[src/core/dls_defs.vh]
// constants for the dual input load switch controller
`ifndef DLS_DEFS_VH
`define DLS_DEFS_VH
`define DLS_CLK_KHZ 125000
`define DLS_T_DEBIN_MS 50
`define DLS_T_DIS_MS 50
`define DLS_T_EN_US 40
`define DLS_T_FL_US 40
`define DLS_T_DEBOUT_US 40
`define DLS_T_INIT_US 150
`define DLS_CYC_MS(t) ((t) * `DLS_CLK_KHZ)
`define DLS_CYC_US(t) ((t) * `DLS_CLK_KHZ / 1000)
`define DLS_CW 24
`define DLS_ST_OFF 4'h0
`define DLS_ST_INIT 4'h1
`define DLS_ST_AUTO_READY 4'h2
`define DLS_ST_AUTO_DISCH 4'h3
`define DLS_ST_AUTO_ON 4'h4
`define DLS_ST_OTG_READY 4'h5
`define DLS_ST_OTG_ON 4'h6
`define DLS_ST_OTG_DISCH 4'h7
`define DLS_ST_SLV_READY 4'h8
`define DLS_ST_SLV_DISCH 4'h9
`define DLS_ST_SLV_ON 4'ha
`define DLS_ST_OTG_SLV_READY 4'hb
`define DLS_ST_OTG_SLV_ON 4'hc
`define DLS_ST_OTG_SLV_DISCH 4'hd
`endif

[src/core/dls_ctrl.v]
// control state machine of the dual input load switch
`include "dls_defs.vh"
`default_nettype none
// Behaviour
// - overvoltage opens the switch directly, state machine untouched
// - level select grounded picks high trip level, floating picks low
// - autonomous mode closes or opens switch on valid input supply
// - receiver enable output low while no input supply present, except in the OTG on and OTG discharge states
// - receiver enable released high once input supply detected
// - output discharged before switch closes on valid input, break before make
// - input removal powers down and returns receiver enable low
// - flag pin driven low in normal operation
// - flag released when valid output and no valid input
// - system pulls flag low, switch closes, receiver enable high
// - system releases flag, switch opens, receiver enable low after discharge time
// - slave mode switch follows debounced enable pin
// - slave mode drives receiver enable and flag as autonomous mode
// - concurrent mode with regulated output holds receiver enable low
// - off state when neither supply above lockout
// - enable and disable recognised after debounce times, except the mode choice on leaving init
// - valid input after input debounce, output voltage ignored
// - valid output after output debounce and no valid input
// - output discharged as soon as below lockout, no debounce
// - flag low while released is enable, release high is disable
// - input debounce and discharge time 50 ms each
// - enable and flag debounce times 40 us each
// - output debounce time 40 us
// - enable high in autonomous state exits to slave ready, or to OTG slave ready from OTG ready
module dls_ctrl #(
  parameter DEBIN_CYC = `DLS_CYC_MS(`DLS_T_DEBIN_MS),
  parameter DIS_CYC = `DLS_CYC_MS(`DLS_T_DIS_MS),
  parameter INIT_CYC = `DLS_CYC_US(`DLS_T_INIT_US),
  parameter EN_CYC = `DLS_CYC_US(`DLS_T_EN_US),
  parameter FL_CYC = `DLS_CYC_US(`DLS_T_FL_US),
  parameter DEBOUT_CYC = `DLS_CYC_US(`DLS_T_DEBOUT_US)
) (
  input wire clk,
  input wire reset,
  input wire in_uvlo_ok,
  input wire out_uvlo_ok,
  input wire ovp_hi_trip,
  input wire ovp_lo_trip,
  input wire ovp_level_select,
  input wire enable_n,
  input wire flag_n_in,
  input wire concurrent_otg,
  output reg switch_on_reg,
  output reg discharge_reg,
  output reg rx_n_out_reg,
  output reg rx_n_oe_n_reg,
  output reg flag_n_out_reg,
  output reg flag_n_oe_n_reg,
  output reg [3:0] state_reg
);
  localparam CW = `DLS_CW;
  // two flip-flop synchronisers; stage one read only by stage two
  reg [5:0] s1_reg;
  reg [5:0] s2_reg;
  always @(posedge clk) begin
    if (reset) begin
      s1_reg <= 6'h00;
      s2_reg <= 6'h00;
    end else begin
      s1_reg <= {concurrent_otg, flag_n_in, enable_n, ovp_level_select,
                 out_uvlo_ok, in_uvlo_ok};
      s2_reg <= s1_reg;
    end
  end
  wire in_ok = s2_reg[0];
  wire out_ok = s2_reg[1];
  wire en_n_s = s2_reg[3];
  wire flag_s = s2_reg[4];
  wire conc_s = s2_reg[5];
  // core runs while either supply clears lockout
  wire powered = in_ok | out_ok;

  // level select gets a third stage so a new setting never acts before the trip inputs
  reg s1_lvl_reg;
  reg s1_hi_reg;
  reg s1_lo_reg;
  reg s2_hi_reg;
  reg s2_lo_reg;
  always @(posedge clk) begin
    if (reset) begin
      s1_lvl_reg <= 1'b0;
      s1_hi_reg <= 1'b0;
      s1_lo_reg <= 1'b0;
      s2_hi_reg <= 1'b0;
      s2_lo_reg <= 1'b0;
    end else begin
      s1_lvl_reg <= s2_reg[2];
      s1_hi_reg <= ovp_hi_trip;
      s1_lo_reg <= ovp_lo_trip;
      s2_hi_reg <= s1_hi_reg;
      s2_lo_reg <= s1_lo_reg;
    end
  end
  wire lvl_s = s1_lvl_reg;
  // floating pin reads high through its pull-up: low threshold
  wire ovp = lvl_s ? s2_lo_reg : s2_hi_reg;

  // debouncer: counter clears whenever the raw level matches the held one and counts while it differs
  function [CW-1:0] deb_cnt;
    input raw;
    input held;
    input [CW-1:0] cnt;
    begin
      if (raw == held)
        deb_cnt = {CW{1'b0}};
      else
        deb_cnt = cnt + {{(CW-1){1'b0}}, 1'b1};
    end
  endfunction

  reg [CW-1:0] cin_reg;
  reg [CW-1:0] cout_reg;
  reg [CW-1:0] cen_reg;
  reg [CW-1:0] cfl_reg;
  reg vin_reg;
  reg vout_raw_reg;
  reg en_reg;
  reg fl_reg;
  // flag low counts only while the device releases the pin
  wire fl_raw = ~flag_s & flag_n_oe_n_reg;
  always @(posedge clk) begin
    if (reset) begin
      cin_reg <= {CW{1'b0}};
      cout_reg <= {CW{1'b0}};
      cen_reg <= {CW{1'b0}};
      cfl_reg <= {CW{1'b0}};
      vin_reg <= 1'b0;
      vout_raw_reg <= 1'b0;
      en_reg <= 1'b0;
      fl_reg <= 1'b0;
    end else if (!powered) begin
      // core unpowered: debounce history is lost with it
      cin_reg <= {CW{1'b0}};
      cout_reg <= {CW{1'b0}};
      cen_reg <= {CW{1'b0}};
      cfl_reg <= {CW{1'b0}};
      vin_reg <= 1'b0;
      vout_raw_reg <= 1'b0;
      en_reg <= 1'b0;
      fl_reg <= 1'b0;
    end else begin
      cin_reg <= deb_cnt(in_ok, vin_reg, cin_reg);
      if (in_ok != vin_reg && cin_reg == DEBIN_CYC[CW-1:0] - 1'b1)
        vin_reg <= in_ok;
      cout_reg <= deb_cnt(out_ok, vout_raw_reg, cout_reg);
      if (out_ok != vout_raw_reg && cout_reg == DEBOUT_CYC[CW-1:0] - 1'b1)
        vout_raw_reg <= out_ok;
      cen_reg <= deb_cnt(~en_n_s, en_reg, cen_reg);
      if ((~en_n_s) != en_reg && cen_reg == EN_CYC[CW-1:0] - 1'b1)
        en_reg <= ~en_n_s;
      cfl_reg <= deb_cnt(fl_raw, fl_reg, cfl_reg);
      if (fl_raw != fl_reg && cfl_reg == FL_CYC[CW-1:0] - 1'b1)
        fl_reg <= fl_raw;
    end
  end
  wire vout = vout_raw_reg & ~vin_reg;
  wire out_dis = ~out_ok;

  function on_state;
    input [3:0] s;
    begin
      on_state = s == `DLS_ST_AUTO_ON || s == `DLS_ST_OTG_ON ||
                 s == `DLS_ST_SLV_ON || s == `DLS_ST_OTG_SLV_ON;
    end
  endfunction

  function disch_state;
    input [3:0] s;
    begin
      disch_state = s == `DLS_ST_AUTO_DISCH || s == `DLS_ST_OTG_DISCH ||
                    s == `DLS_ST_SLV_DISCH || s == `DLS_ST_OTG_SLV_DISCH;
    end
  endfunction

  // the flag stays released in the OTG on states so the system's pull keeps the switch closed
  function flag_rel_state;
    input [3:0] s;
    begin
      flag_rel_state = s == `DLS_ST_OTG_READY || s == `DLS_ST_OTG_ON ||
                       s == `DLS_ST_OTG_DISCH || s == `DLS_ST_OTG_SLV_READY ||
                       s == `DLS_ST_OTG_SLV_ON || s == `DLS_ST_OTG_SLV_DISCH;
    end
  endfunction

  function rx_low_state;
    input [3:0] s;
    begin
      rx_low_state = s == `DLS_ST_OFF || s == `DLS_ST_INIT ||
                     s == `DLS_ST_AUTO_READY || s == `DLS_ST_SLV_READY ||
                     s == `DLS_ST_OTG_READY || s == `DLS_ST_OTG_SLV_READY;
    end
  endfunction

  reg [3:0] st_next;
  reg [CW-1:0] t_reg;
  reg slave_reg;
  wire t_done = (t_reg >= DIS_CYC[CW-1:0] - 1'b1);
  wire i_done = (t_reg >= INIT_CYC[CW-1:0] - 1'b1);
  always @* begin
    st_next = state_reg;
    case (state_reg)
      `DLS_ST_OFF: begin
        if (powered)
          st_next = `DLS_ST_INIT;
      end
      `DLS_ST_INIT: begin
        if (i_done)
          st_next = en_n_s ? `DLS_ST_SLV_READY : `DLS_ST_AUTO_READY;
      end
      `DLS_ST_AUTO_READY: begin
        if (vin_reg) st_next = `DLS_ST_AUTO_DISCH;
        else if (vout) st_next = `DLS_ST_OTG_READY;
      end
      `DLS_ST_AUTO_DISCH: begin
        if (!vin_reg) st_next = `DLS_ST_AUTO_READY;
        else if (t_done && out_dis) st_next = `DLS_ST_AUTO_ON;
      end
      `DLS_ST_AUTO_ON: begin
        if (!vin_reg) st_next = `DLS_ST_AUTO_READY;
      end
      `DLS_ST_OTG_READY: begin
        if (vin_reg) st_next = `DLS_ST_AUTO_DISCH;
        else if (!vout) st_next = `DLS_ST_AUTO_READY;
        else if (fl_reg) st_next = `DLS_ST_OTG_ON;
      end
      `DLS_ST_OTG_ON: begin
        if (!fl_reg) st_next = `DLS_ST_OTG_DISCH;
      end
      `DLS_ST_OTG_DISCH: begin
        if (t_done) st_next = `DLS_ST_OTG_READY;
      end
      `DLS_ST_SLV_READY: begin
        if (en_reg && vin_reg) st_next = `DLS_ST_SLV_DISCH;
        else if (vout) st_next = `DLS_ST_OTG_SLV_READY;
      end
      `DLS_ST_SLV_DISCH: begin
        if (!en_reg || !vin_reg) st_next = `DLS_ST_SLV_READY;
        else if (t_done && out_dis) st_next = `DLS_ST_SLV_ON;
      end
      `DLS_ST_SLV_ON: begin
        if (!en_reg || !vin_reg) st_next = `DLS_ST_SLV_READY;
      end
      `DLS_ST_OTG_SLV_READY: begin
        if (vin_reg || !vout) st_next = `DLS_ST_SLV_READY;
        else if (en_reg || fl_reg) st_next = `DLS_ST_OTG_SLV_ON;
      end
      `DLS_ST_OTG_SLV_ON: begin
        if (!en_reg && !fl_reg) st_next = `DLS_ST_OTG_SLV_DISCH;
      end
      `DLS_ST_OTG_SLV_DISCH: begin
        if (t_done) st_next = `DLS_ST_OTG_SLV_READY;
      end
      default: begin
        st_next = `DLS_ST_OFF;
      end
    endcase
    // disable in an autonomous state leaves for slave ready, or for OTG slave ready from OTG ready
    if (!slave_reg && state_reg != `DLS_ST_OFF && state_reg != `DLS_ST_INIT
        && !en_reg && en_n_s && cen_reg == {CW{1'b0}}) begin
      if (state_reg == `DLS_ST_OTG_READY)
        st_next = `DLS_ST_OTG_SLV_READY;
      else
        st_next = `DLS_ST_SLV_READY;
    end
    if (!powered)
      st_next = `DLS_ST_OFF;
  end


  // discharge, receiver and flag pins follow the next state so they move on the same edge as the state
  wire sw_st = on_state(state_reg);
  wire dis_st = disch_state(st_next);
  wire rel_flag = flag_rel_state(st_next);
  wire rx_high = ~rx_low_state(st_next);
  always @(posedge clk) begin
    if (reset) begin
      state_reg <= `DLS_ST_OFF;
      t_reg <= {CW{1'b0}};
      slave_reg <= 1'b0;
      switch_on_reg <= 1'b0;
      discharge_reg <= 1'b0;
      rx_n_out_reg <= 1'b0;
      rx_n_oe_n_reg <= 1'b0;
      flag_n_out_reg <= 1'b0;
      flag_n_oe_n_reg <= 1'b0;
    end else begin
      state_reg <= st_next;
      t_reg <= (st_next != state_reg) ? {CW{1'b0}} : t_reg + {{(CW-1){1'b0}}, 1'b1};
      slave_reg <= st_next >= `DLS_ST_SLV_READY;
      // overvoltage gates only the switch drive, never the state
      switch_on_reg <= sw_st & (st_next == state_reg) & ~ovp;
      discharge_reg <= dis_st;
      rx_n_out_reg <= 1'b0;
      // released means pulled up; concurrent mode forces it low
      rx_n_oe_n_reg <= rx_high & ~conc_s;
      flag_n_out_reg <= 1'b0;
      flag_n_oe_n_reg <= rel_flag;
    end
  end
endmodule
`default_nettype wire

[config.mk]
export PLATFORM = sky130hd
export DESIGN_NAME = dls_ctrl
export DESIGN_NICKNAME = d
export VERILOG_FILES = /design/src/core/dls_ctrl.v
export VERILOG_INCLUDE_DIRS = /design/src /design/src/core
export SDC_FILE = /design/constraint.sdc
export NUM_CORES = 1
export LEC_CHECK = 0
export BUFFER_PORTS_ARGS = -buffer_cell sky130_fd_sc_hd__buf_2
export CORE_ASPECT_RATIO = 2
export CORE_MARGIN = 10
export CORE_UTILIZATION = 50
export DETAILED_ROUTE_END_ITERATION = 12
export GPL_TIMING_DRIVEN = 0
export MAX_ROUTING_LAYER = met4
export PLACE_DENSITY = 0.69
export SLEW_MARGIN = 20
export SYNTH_ARGS = -nofsm -noshare
export SYNTH_HDL_FRONTEND = slang
export SYNTH_SLANG_ARGS = --single-unit
[constraint.sdc]
create_clock -name clk -period 3.1 [get_ports clk]
set_input_delay 0.31 -clock clk [delete_from_list [all_inputs] [get_ports clk]]
set_output_delay 0.31 -clock clk [all_outputs]
set_load 0.05 [all_outputs]
==> impl_metrics.py, run 1 <==
metrics = {
    "layout": {
        "diodes": 0,
        "drive_above_1_share_pct": 12.9,
        "nNetsFinal": 851,
        "area_delta_synth_final_pct": 17.1,
        "fill_cells": 1180,
    },
    "synthesis": {
        "yosysSeqAreaShare_pct": 44.3,
        "synthDistinctLibCells": 58,
        "synth-edff-count": 0,
        "ys.flop_type": "dfxtp_1",
        "syn_avg_cell_area_um2": 8.55,
        "synthCells": 794,
        "syn_area_um2": 6790,
        "ys_ff_latch": 150,
        "yosysWarnings": 0,
        "async_reset_ff_share_pct": 0,
    },
    "timing": {
        "fin_skew_ns": 0.0133,
        "worstMarginPinSlew_ns": 0.580,
        "fin_tns_setup_ns": 0,
        "holdWs_ns": 0.104,
        "fmax_mhz": 333,
        "grt_setup_unrepaired": "no",
        "finalSetupViolCount": 0,
        "finalHoldViolations": 0,
        "slew_violations": 0,
        "timing.final.crit_share_pct": 96.7,
        "relSlewSlack_pct": 61.0,
        "min_period_ns": 3.00,
    },
    "placed_design": {
        "io_buffers": 16,
        "place_hpwl_um": 10600,
        "gp_congestion": 0.920,
    },
    "critical_path": {
        "crit_path_max_fanout": 6,
        "worstRegToRegCells": 8,
        "r2r_slack_ns": 0.10,
        "crit_required_ns": 3.42,
        "end_kind": "register",
        "cp-startpoint": "t_reg[7]",
        "r2r-end": "switch_on_reg",
        "critPathLaunchType": "register",
        "endpoint": "switch_on_reg",
        "critical_path_class": "reg -> reg",
        "cp.arrival_ns": 3.32,
        "r2r_start": "t_reg[7]",
    },
    "status": {
        "outcome": "finished, final reports clean",
    },
    "pwr": {
        "p_leak_nw": 2.78,
        "p_clk_share_pct": 50.5,
        "p_per_area_nw_per_um2": 522,
        "comb_power_share_pct": 2.4,
        "seqPwrFrac_pct": 47.1,
        "p_sw_share_pct": 21.0,
        "power.switching_uw": 871,
        "internal_power_mw": 3.28,
        "ir_drop_v": 0.000407,
    },
    "global_routing": {
        "track_usage_pct": 16.5,
        "grt_pass1_wl_um": 24900,
        "antenna_found_initial": 0,
        "grt-ovfl-total": 0,
        "grt_max_degree": 17,
        "grt_pass1_vias": 5640,
    },
    "routing": {
        "first_pass_iters": 4,
        "wl_per_cell_um": 14.7,
        "wirelength_um": 14700,
        "drc_errors": 0,
        "via_count": 5526,
        "viasPerCell": 5.53,
        "drt_iter0_drc": 177,
        "drt.antenna.violating_nets": 0,
    },
    "floorplan": {
        "start_util_pct": 50.8,
        "dieHeight_um": 185,
        "io_pins": 20,
        "num_rows": 60,
        "die_w_um": 102,
        "core_area_um2": 13400,
        "die_area_um2": 18900,
    },
    "clocking": {
        "cts_tree": "yes",
        "root_buffer": "clkbuf_16",
        "cts_buffer_depth": 2,
        "clk_latency_ns": 0.42,
        "numCtsBuffers": 17,
        "clk_pin_slew_ns": 0.06,
        "postCtsHoldBufs": 0,
        "clock-sinks": 150,
        "htreeDepth": 4,
    },
    "min_path": {
        "hold_path_class": "in -> reg",
        "hold_start": "out_uvlo_ok",
    },
    "job": {
        "drv_cap": 0,
    },
}
## logic make-up (layout without fill, tap and decap cells)
| kind of cell | count (synthesis) | after routing | synth area share [%] |
|---|---|---|---|
| compound gates | 75 | 75 | 7.39 |
| xor+xnor | 101 | 101 | 13.0 |
| fa+ha+maj | 8 | 8 | 1.48 |
| buf+inv | 45 | 95 | 3.08 |
| flops | 150 | 150 | 44.3 |
| mux | 4 | 4 | 0.609 |
| other cells | 1 | 2 | 0.0553 |
| simple gates | 410 | 410 | 30.1 |
## critical path, cell delays in order, from the launching register on
cell and delay, ns:
dfxtp_1 0.48, a211oi_4 0.09, a311oi_4 0.37, o41ai_4 0.15, or4_4 0.54, a311oi_4 0.35, xnor2_1 0.10, or4_4 0.56
nor4_4 0.27
## Yosys cell counts, drive strengths merged, types with 2 or more instances
master  instances  share of area [%]
clkbuf         20                1.1
or2             4               0.37
o31ai           2               0.22
and2            3               0.28
a211oi          3               0.41
o32ai           2               0.26
and4            9                1.2
nor3           14                1.0
or3            19                1.8
a21o            3               0.33
nand2          71                3.9
inv            15               0.83
a21oi          25                1.8
nor2b          29                2.7
xor2           65                8.4
nor4b           4               0.52
nor2          139                7.7
nand4          23                2.1
nor4bb          2               0.30
nand2b          2               0.18
buf            10                1.1
nand3          40                3.0
nor4           19                1.9
o211ai          2               0.22
o221ai          2               0.26
or4             6               0.66
and3           21                1.9
a311oi          3               0.57
ha              8                1.5
xnor2          36                4.6
o21ai          20                1.5
o41ai           3               0.50
dfxtp         150                 44
nor3b           2               0.22
mux2i           3               0.44
## final cells by class
class / instances / area [µm²] / share of cell area, %
tap: 155 / 194 / 2.44
sequential: 150 / 3020 / 38.0
multi-input combinational: 600 / 3800 / 47.8
clock inverter: 9 / 115 / 1.45
timing repair buffer: 22 / 125 / 1.57
clock buffer: 22 / 494 / 6.22
buffer: 27 / 145 / 1.83
inverter: 15 / 56.3 / 0.708
## power by group through the flow
stage               Clock [mW]  Combinational, mW  Sequential [mW]
global placement             0             0.0889             2.00
floorplan                    0             0.0665             2.00
finish                    2.09             0.0999             1.96
detailed placement           0             0.0917             2.00
CTS                       2.14              0.101             1.96
global route              2.21              0.110             1.96
## routing by layer
layer	vias up	wire length [µm]	global-route usage, %
li1	2812	-	-
met1	2631	5960	16.2
met2	69	8290	30.5
met3	14	263	2.89
met4	0	223	6.92
met5	-	0	-
## cells in the final DEF (no fill, tap or decap), drive strengths merged, types with 4 or more instances in the layout
| cell | count |
|---|---|
| nor3 | 14 |
| clkbuf | 39 |
| nand4 | 23 |
| xnor2 | 36 |
| dfxtp | 150 |
| and3 | 21 |
| or2 | 4 |
| ha | 8 |
| nor4 | 19 |
| nor2 | 139 |
| o21ai | 20 |
| buf | 32 |
| or3 | 19 |
| xor2 | 65 |
| or4 | 6 |
| nand3 | 40 |
| and4 | 9 |
| nor2b | 29 |
| inv | 18 |
| nor4b | 4 |
| nand2 | 71 |
| a21oi | 25 |
## worst min path at each step
stage | to | cells after the start
3_5_place_dp | rx_n_oe_n_reg | 1
3_3_place_gp | rx_n_oe_n_reg | 1
2_1_floorplan | rx_n_oe_n_reg | 1
6_report | s1_reg[1] | 2
5_1_grt | s1_lo_reg | 2
4_1_cts | s1_reg[1] | 2
## stage by stage
stage	instance area, µm²	setup slack, ns	total power, mW	utilization [%]	instances
3_5_place_dp	7070	-0.319	2.09	52.9	966
6_report	7950	0.101	4.15	59.5	1000
4_1_cts	7880	0.00274	4.19	59.0	1003
2_1_floorplan	6790	0.0134	2.06	-	795
5_1_grt	7950	0.000430	4.28	59.5	1000
3_3_place_gp	7070	-0.324	2.08	52.9	966
## repair_timing
action                                  in CTS  in global routing
gates resized for setup                     31                 22
pin swaps                                   11                  8
hold endpoints to repair                     0                  0
buffers inserted                             6                  0
endpoints found under the setup margin      25                 26
No activity file was read; power rests on OpenSTA's default activity.
==> run 2: changes to the inputs <==
--- a/config.mk
+++ b/config.mk
@@ -12,8 +12,8 @@
 export CORE_UTILIZATION = 50
 export DETAILED_ROUTE_END_ITERATION = 12
 export GPL_TIMING_DRIVEN = 0
-export MAX_ROUTING_LAYER = met4
 export PLACE_DENSITY = 0.69
+export RECOVER_POWER = 100
 export SLEW_MARGIN = 20
 export SYNTH_ARGS = -nofsm -noshare
 export SYNTH_HDL_FRONTEND = slang
==> run 2 against run 1 <==
  * Utilization down 0.094 points
  * Wire length down 0.15%
  * Cell area down 0.16%
  * Count of clock-buffer cells in the layout down 4
  * Setup slack better by 0.016 ns
  * Sequential power about the same
  * Sequential share of layout area about the same
  * Critical path depth up 4
  * Combinational power down 0.6%
  * Clock power up 9%
  * Highest routed layer unchanged
==> impl_metrics.py, run 2 (same netlist as run 1, synthesis figures left out) <==
metrics = {
    "status": {
        "outcome": "finished, final reports clean",
    },
    "global_routing": {
        "grt_pass1_wl_um": 25900,
        "track_usage_pct": 16.6,
        "grt_pass1_vias": 5746,
        "grt_max_degree": 17,
        "grt-ovfl-total": 0,
        "antenna_found_initial": 0,
    },
    "timing": {
        "grt_setup_unrepaired": "yes",
        "worstMarginPinSlew_ns": 0.662,
        "holdWs_ns": 0.107,
        "fin_skew_ns": 0.0112,
        "finalHoldViolations": 0,
        "timing.final.crit_share_pct": 96.2,
        "finalSetupViolCount": 0,
        "fin_tns_setup_ns": 0,
        "relSlewSlack_pct": 55.5,
        "slew_violations": 0,
        "min_period_ns": 2.98,
        "fmax_mhz": 335,
        "fin_ws_ns": 0.117,
    },
    "routing": {
        "first_pass_iters": 4,
        "viasPerCell": 5.55,
        "drc_errors": 0,
        "via_count": 5560,
        "wirelength_um": 14700,
        "drt.antenna.violating_nets": 0,
        "wl_per_cell_um": 14.7,
        "drt_iter0_drc": 226,
    },
    "pwr": {
        "p_per_area_nw_per_um2": 546,
        "total_power_mw": 4.34,
        "p_leak_nw": 2.73,
        "ir_drop_v": 0.000469,
    },
    "clocking": {
        "postCtsHoldBufs": 0,
        "cts_tree": "yes",
        "clock-sinks": 150,
        "numCtsBuffers": 17,
        "clk_pin_slew_ns": 0.06,
        "cts_buffer_depth": 2,
        "clk_latency_ns": 0.41,
        "htreeDepth": 4,
        "root_buffer": "clkbuf_16",
    },
    "floorplan": {
        "die_w_um": 102,
        "start_util_pct": 50.8,
        "io_pins": 20,
        "die_area_um2": 18900,
        "num_rows": 60,
        "dieHeight_um": 185,
        "core_area_um2": 13400,
    },
    "critical_path": {
        "critPathLaunchType": "register",
        "crit_required_ns": 3.45,
        "cp.arrival_ns": 3.33,
        "end_kind": "register",
        "critical_path_class": "reg -> reg",
        "crit_path_max_fanout": 10,
    },
    "layout": {
        "drive_above_1_share_pct": 11.2,
        "diodes": 0,
        "final_common_cell": "dfxtp_1",
        "area_delta_synth_final_pct": 17.0,
        "final_area_um2": 7940,
        "layout_common_cells": "dfxtp_1 (144), nor2_1 (138), nand2_1 (71)",
        "final_util_pct": 59.4,
        "nNetsFinal": 851,
        "final_cells": 1001,
    },
    "placed_design": {
        "post-place-ws_ns": -0.349,
        "place_hpwl_um": 10500,
        "gp_congestion": 0.850,
        "postPlaceCellArea_um2": 7070,
        "io_buffers": 16,
        "dp_cells": 966,
    },
    "job": {
        "drv_cap": 0,
    },
    "min_path": {
        "hold_path_class": "in -> reg",
    },
}
[run 2: changes by cell type in the layout (fill, tap and decap cells not counted), moves of 2 or more]
cell / previous run / this run
buf_2: 18 / 9
buf_1: 2 / 0
nor2b_2: 2 / 4
clkbuf_8: 5 / 1
bufinv_16: 2 / 5
clkbuf_1: 14 / 24
nor2b_1: 26 / 24
dfxtp_2: 9 / 4
dfxtp_1: 139 / 144
[run 2: worst paths after layout]
| check | startpoint | end | slack, ns | cells after the start |
|---|---|---|---|---|
| hold / removal | ovp_lo_trip | s1_lo_reg | 0.11 | 2 |
| setup / recovery | t_reg[1] | t_reg[8] | 0.12 | 12 |
| setup reg to reg | t_reg[1] | t_reg[8] | 0.12 | 12 |
| hold reg to reg | s2_reg[5] | rx_n_oe_n_reg | 0.40 | 1 |
[run 2: where the power goes]
part	total (mW)	leakage, nW	switching, mW	internal (mW)
Combinational	0.0993	1.20	0.0601	0.0392
Sequential	1.96	1.22	0.0132	1.94
Clock	2.28	0.318	0.822	1.46
Total	4.34	2.73	0.896	3.44
[run 2: cell type report]
| type | instances | area (µm²) |
|---|---|---|
| fill | 1183 | 5430 |
| clock buffer | 18 | 439 |
| timing repair buffer | 22 | 115 |
| inverter | 15 | 56.3 |
| sequential | 150 | 3020 |
| clock inverter | 14 | 219 |
| buffer | 27 | 148 |
| tap | 155 | 194 |
| multi-input combinational | 600 | 3750 |
[run 2: per-layer routing]
metal	wire length, µm	part of all wire, %	global-route usage [%]
met1	5890	40	17.2
met2	8030	55	30.3
met3	432	2.9	3.41
met4	365	2.5	8.17
met5	0	0	0
[run 2: critical path: stages (launching register included)]
cell and delay [ns]:
dfxtp_4 0.37, inv_1 0.06, ha_1 0.19, nor2b_2 0.13
o31ai_2 0.08, a211oi_2 0.35, nand2_1 0.15, a31o_1 0.25
buf_6 0.13, a221o_1 0.34, or4_4 0.59, buf_6 0.18
nor2_1 0.10
[run 2: repair_timing]
item | 4_1_cts | 5_1_grt
pin swaps | 11 | 8
buffers inserted | 5 | 1
gates resized for setup | 33 | 10
endpoints found under the setup margin | 25 | 24
==> run 3: changes to the inputs <==
--- a/config.mk
+++ b/config.mk
@@ -6,6 +6,7 @@
 export SDC_FILE = /design/constraint.sdc
 export NUM_CORES = 1
 export LEC_CHECK = 0
+export ABC_AREA = 1
 export BUFFER_PORTS_ARGS = -buffer_cell sky130_fd_sc_hd__buf_2
 export CORE_ASPECT_RATIO = 2
 export CORE_MARGIN = 10
==> run 3 against run 2 <==
  * Die area increased by 9.3%
  * Global-route usage about the same
  * Non-clock buffer count decreased by 15
  * Highest routed layer unchanged
==> impl_metrics.py, run 3 <==
metrics = {
    "floorplan": {
        "num_rows": 63,
        "dieHeight_um": 194,
        "io_pins": 20,
        "start_util_pct": 50.8,
        "die_area_um2": 20700,
        "core_area_um2": 14800,
        "die_w_um": 107,
    },
    "global_routing": {
        "track_usage_pct": 16.6,
        "grt_max_degree": 17,
        "grt_pass1_vias": 6767,
        "antenna_found_initial": 0,
        "grt_pass1_wl_um": 28700,
        "grt-ovfl-total": 0,
    },
    "synthesis": {
        "synthDistinctLibCells": 45,
        "async_reset_ff_share_pct": 0,
        "synthTopCellsByArea": "dfxtp_1 (40%), inv_1 (9.2%), nor2_1 (8.2%), nand2_1 (7.8%), nand3_1 (4.4%)",
        "ys.flop_type": "dfxtp_1",
        "synthCells": 1085,
        "ys_ff_latch": 150,
        "yosysSeqAreaShare_pct": 39.9,
        "syn_area_um2": 7530,
        "syn_avg_cell_area_um2": 6.94,
        "synth_top_area_share_pct": 39.9,
        "synth-edff-count": 0,
        "synth_common_cells": "inv_1 (184), nor2_1 (164), nand2_1 (156), dfxtp_1 (150), nand3_1 (66)",
        "yosysMostFrequentCell": "inv_1",
        "yosysWarnings": 0,
        "yosys.area.top_type": "dfxtp_1",
    },
    "clocking": {
        "cts_setup_buffers": 0,
        "clock-sinks": 150,
        "numCtsBuffers": 17,
        "cts_tree": "yes",
        "cts_buffer_depth": 2,
        "postCtsHoldBufs": 0,
        "cts-resized-gates": 0,
        "root_buffer": "clkbuf_16",
        "htreeDepth": 4,
        "clk_pin_slew_ns": 0.06,
        "clk_latency_ns": 0.43,
    },
    "min_path": {
        "hold_start": "ovp_level_select",
        "hold_path_class": "in -> reg",
    },
    "layout": {
        "layout_common_cells": "inv_1 (185), nor2_1 (179), nand2_1 (159)",
        "nNetsFinal": 1139,
        "final_common_cell": "inv_1",
        "area_delta_synth_final_pct": 11.5,
        "drive_above_1_share_pct": 7.41,
        "diodes": 0,
    },
    "critical_path": {
        "critPathBufInv": 4,
        "critPathTopFamily": "simple AND/OR/NAND/NOR gates",
        "critPathSlowestCell": "dfxtp_1",
        "end_kind": "register",
        "path_cells": "buf_4, inv_2, nand2_1, nor2_1, nor3_1, nand3_1, nor3_1, nand4_1, nand2_1, inv_1, nand2_1, nand2_1, nor2_4, nand2_4, buf_6, nor2_2",
        "cp-startpoint": "state_reg[1]",
        "worstRegToRegCells": 16,
        "crit_required_ns": 3.45,
        "cpPeakStageDelay_ns": 0.40,
        "r2r-end": "switch_on_reg",
        "r2r_slack_ns": 0.35,
        "critPathLaunchType": "register",
        "cp.arrival_ns": 3.10,
        "r2r_start": "state_reg[1]",
        "endpoint": "switch_on_reg",
        "worst-path-stages": 16,
        "critical_path_class": "reg -> reg",
        "crit_path_max_fanout": 10,
        "cp_common_cell": "nand2_1",
    },
    "timing": {
        "relSlewSlack_pct": 56.8,
        "holdWs_ns": 0.0824,
        "fin_skew_ns": 0.0118,
        "fin_tns_setup_ns": 0,
        "grt_setup_unrepaired": "no",
        "slew_violations": 0,
        "finalHoldViolations": 0,
        "worstMarginPinSlew_ns": 0.651,
        "finalSetupViolCount": 0,
        "min_period_ns": 2.75,
        "fmax_mhz": 364,
        "timing.final.crit_share_pct": 88.6,
    },
    "placed_design": {
        "gp_congestion": 0.888,
        "place_hpwl_um": 12600,
        "io_buffers": 16,
    },
    "routing": {
        "via_count": 6787,
        "viasPerCell": 5.11,
        "wirelength_um": 16300,
        "drt.antenna.violating_nets": 0,
        "drc_errors": 0,
        "first_pass_iters": 5,
        "wl_per_cell_um": 12.3,
        "drt_iter0_drc": 238,
    },
    "pwr": {
        "total_power_mw": 4.16,
        "ir_drop_v": 0.000464,
        "p_per_area_nw_per_um2": 495,
        "p_leak_nw": 3.22,
    },
    "status": {
        "outcome": "finished, final reports clean",
    },
    "job": {
        "drv_cap": 0,
    },
}
[run 3: cell count changes in the layout (fill, tap and decap cells not counted), moves of 30 or more]
| cell | delta |
|---|---|
| inv_1 | +170 |
| nand2_1 | +88 |
| nor2_1 | +41 |
| nor3_1 | +41 |
| o21ai_0 | +30 |
| xnor2_1 | -33 |
| xor2_1 | -37 |
[run 3: worst min-delay path by stage]
stage | end | slack (ns) | cells after the start
6_report | s1_reg[2] | 0.08 | 3
5_1_grt | s1_reg[1] | 0.08 | 3
4_1_cts | s1_reg[2] | 0.07 | 3
3_5_place_dp | s2_reg[5] | 0.39 | 2
3_3_place_gp | s2_reg[5] | 0.39 | 2
2_1_floorplan | lvl_s | 0.39 | 2
[run 3: power breakdown]
part           switching (mW)  total, mW  leakage, nW  internal, mW
sequential            0.00937       1.95         1.21          1.94
clock                   0.800       2.10        0.299          1.30
combinational          0.0669      0.101         1.71        0.0339
[run 3: area by class of cell]
| type | instances | area (µm²) |
|---|---|---|
| Sequential cell | 150 | 3000 |
| Fill cell | 1522 | 6420 |
| Buffer | 18 | 100 |
| Inverter | 193 | 724 |
| Multi-Input combinational cell | 725 | 3650 |
| Clock buffer | 19 | 453 |
| Tap cell | 195 | 244 |
| Clock inverter | 12 | 153 |
| Timing Repair Buffer | 16 | 70.1 |
[run 3: cell families (layout without fill, tap and decap cells)]
family	after synthesis	after routing	synth area share, %
other	1	2	0.0498
DFF	150	150	39.9
muxes	1	1	0.133
and+or+nand+nor	555	555	34.7
adders and majority gates	8	8	1.33
buffers and inverters	211	258	10.9
AOI/OAI and AO/OA	128	128	9.34
xor gates and xnor gates	31	31	3.60
[run 3: metrics by stage]
stage	cell area (µm²)	setup WS (ns)	utilization, %	std cells
detailed placement	7860	0.574	53.0	1297
floorplan	7540	0.823	-	1086
CTS	8470	0.561	57.1	1328
finish	8400	0.354	56.7	1328
global route	8400	0.163	56.7	1328
global placement	7860	0.590	53.0	1297
[run 3: worst min-delay path: stages]
cell and delay, ns:
buf_2 0.09, inv_1 0.04, nor2_1 0.03
[run 3: routing by layer]
metal / GRT usage [%] / part of all wire, %
met2: 32.1 / 56
met3: 3.60 / 2.4
met4: 7.74 / 3.2
met5: 0 / 0
met1: 15.7 / 39
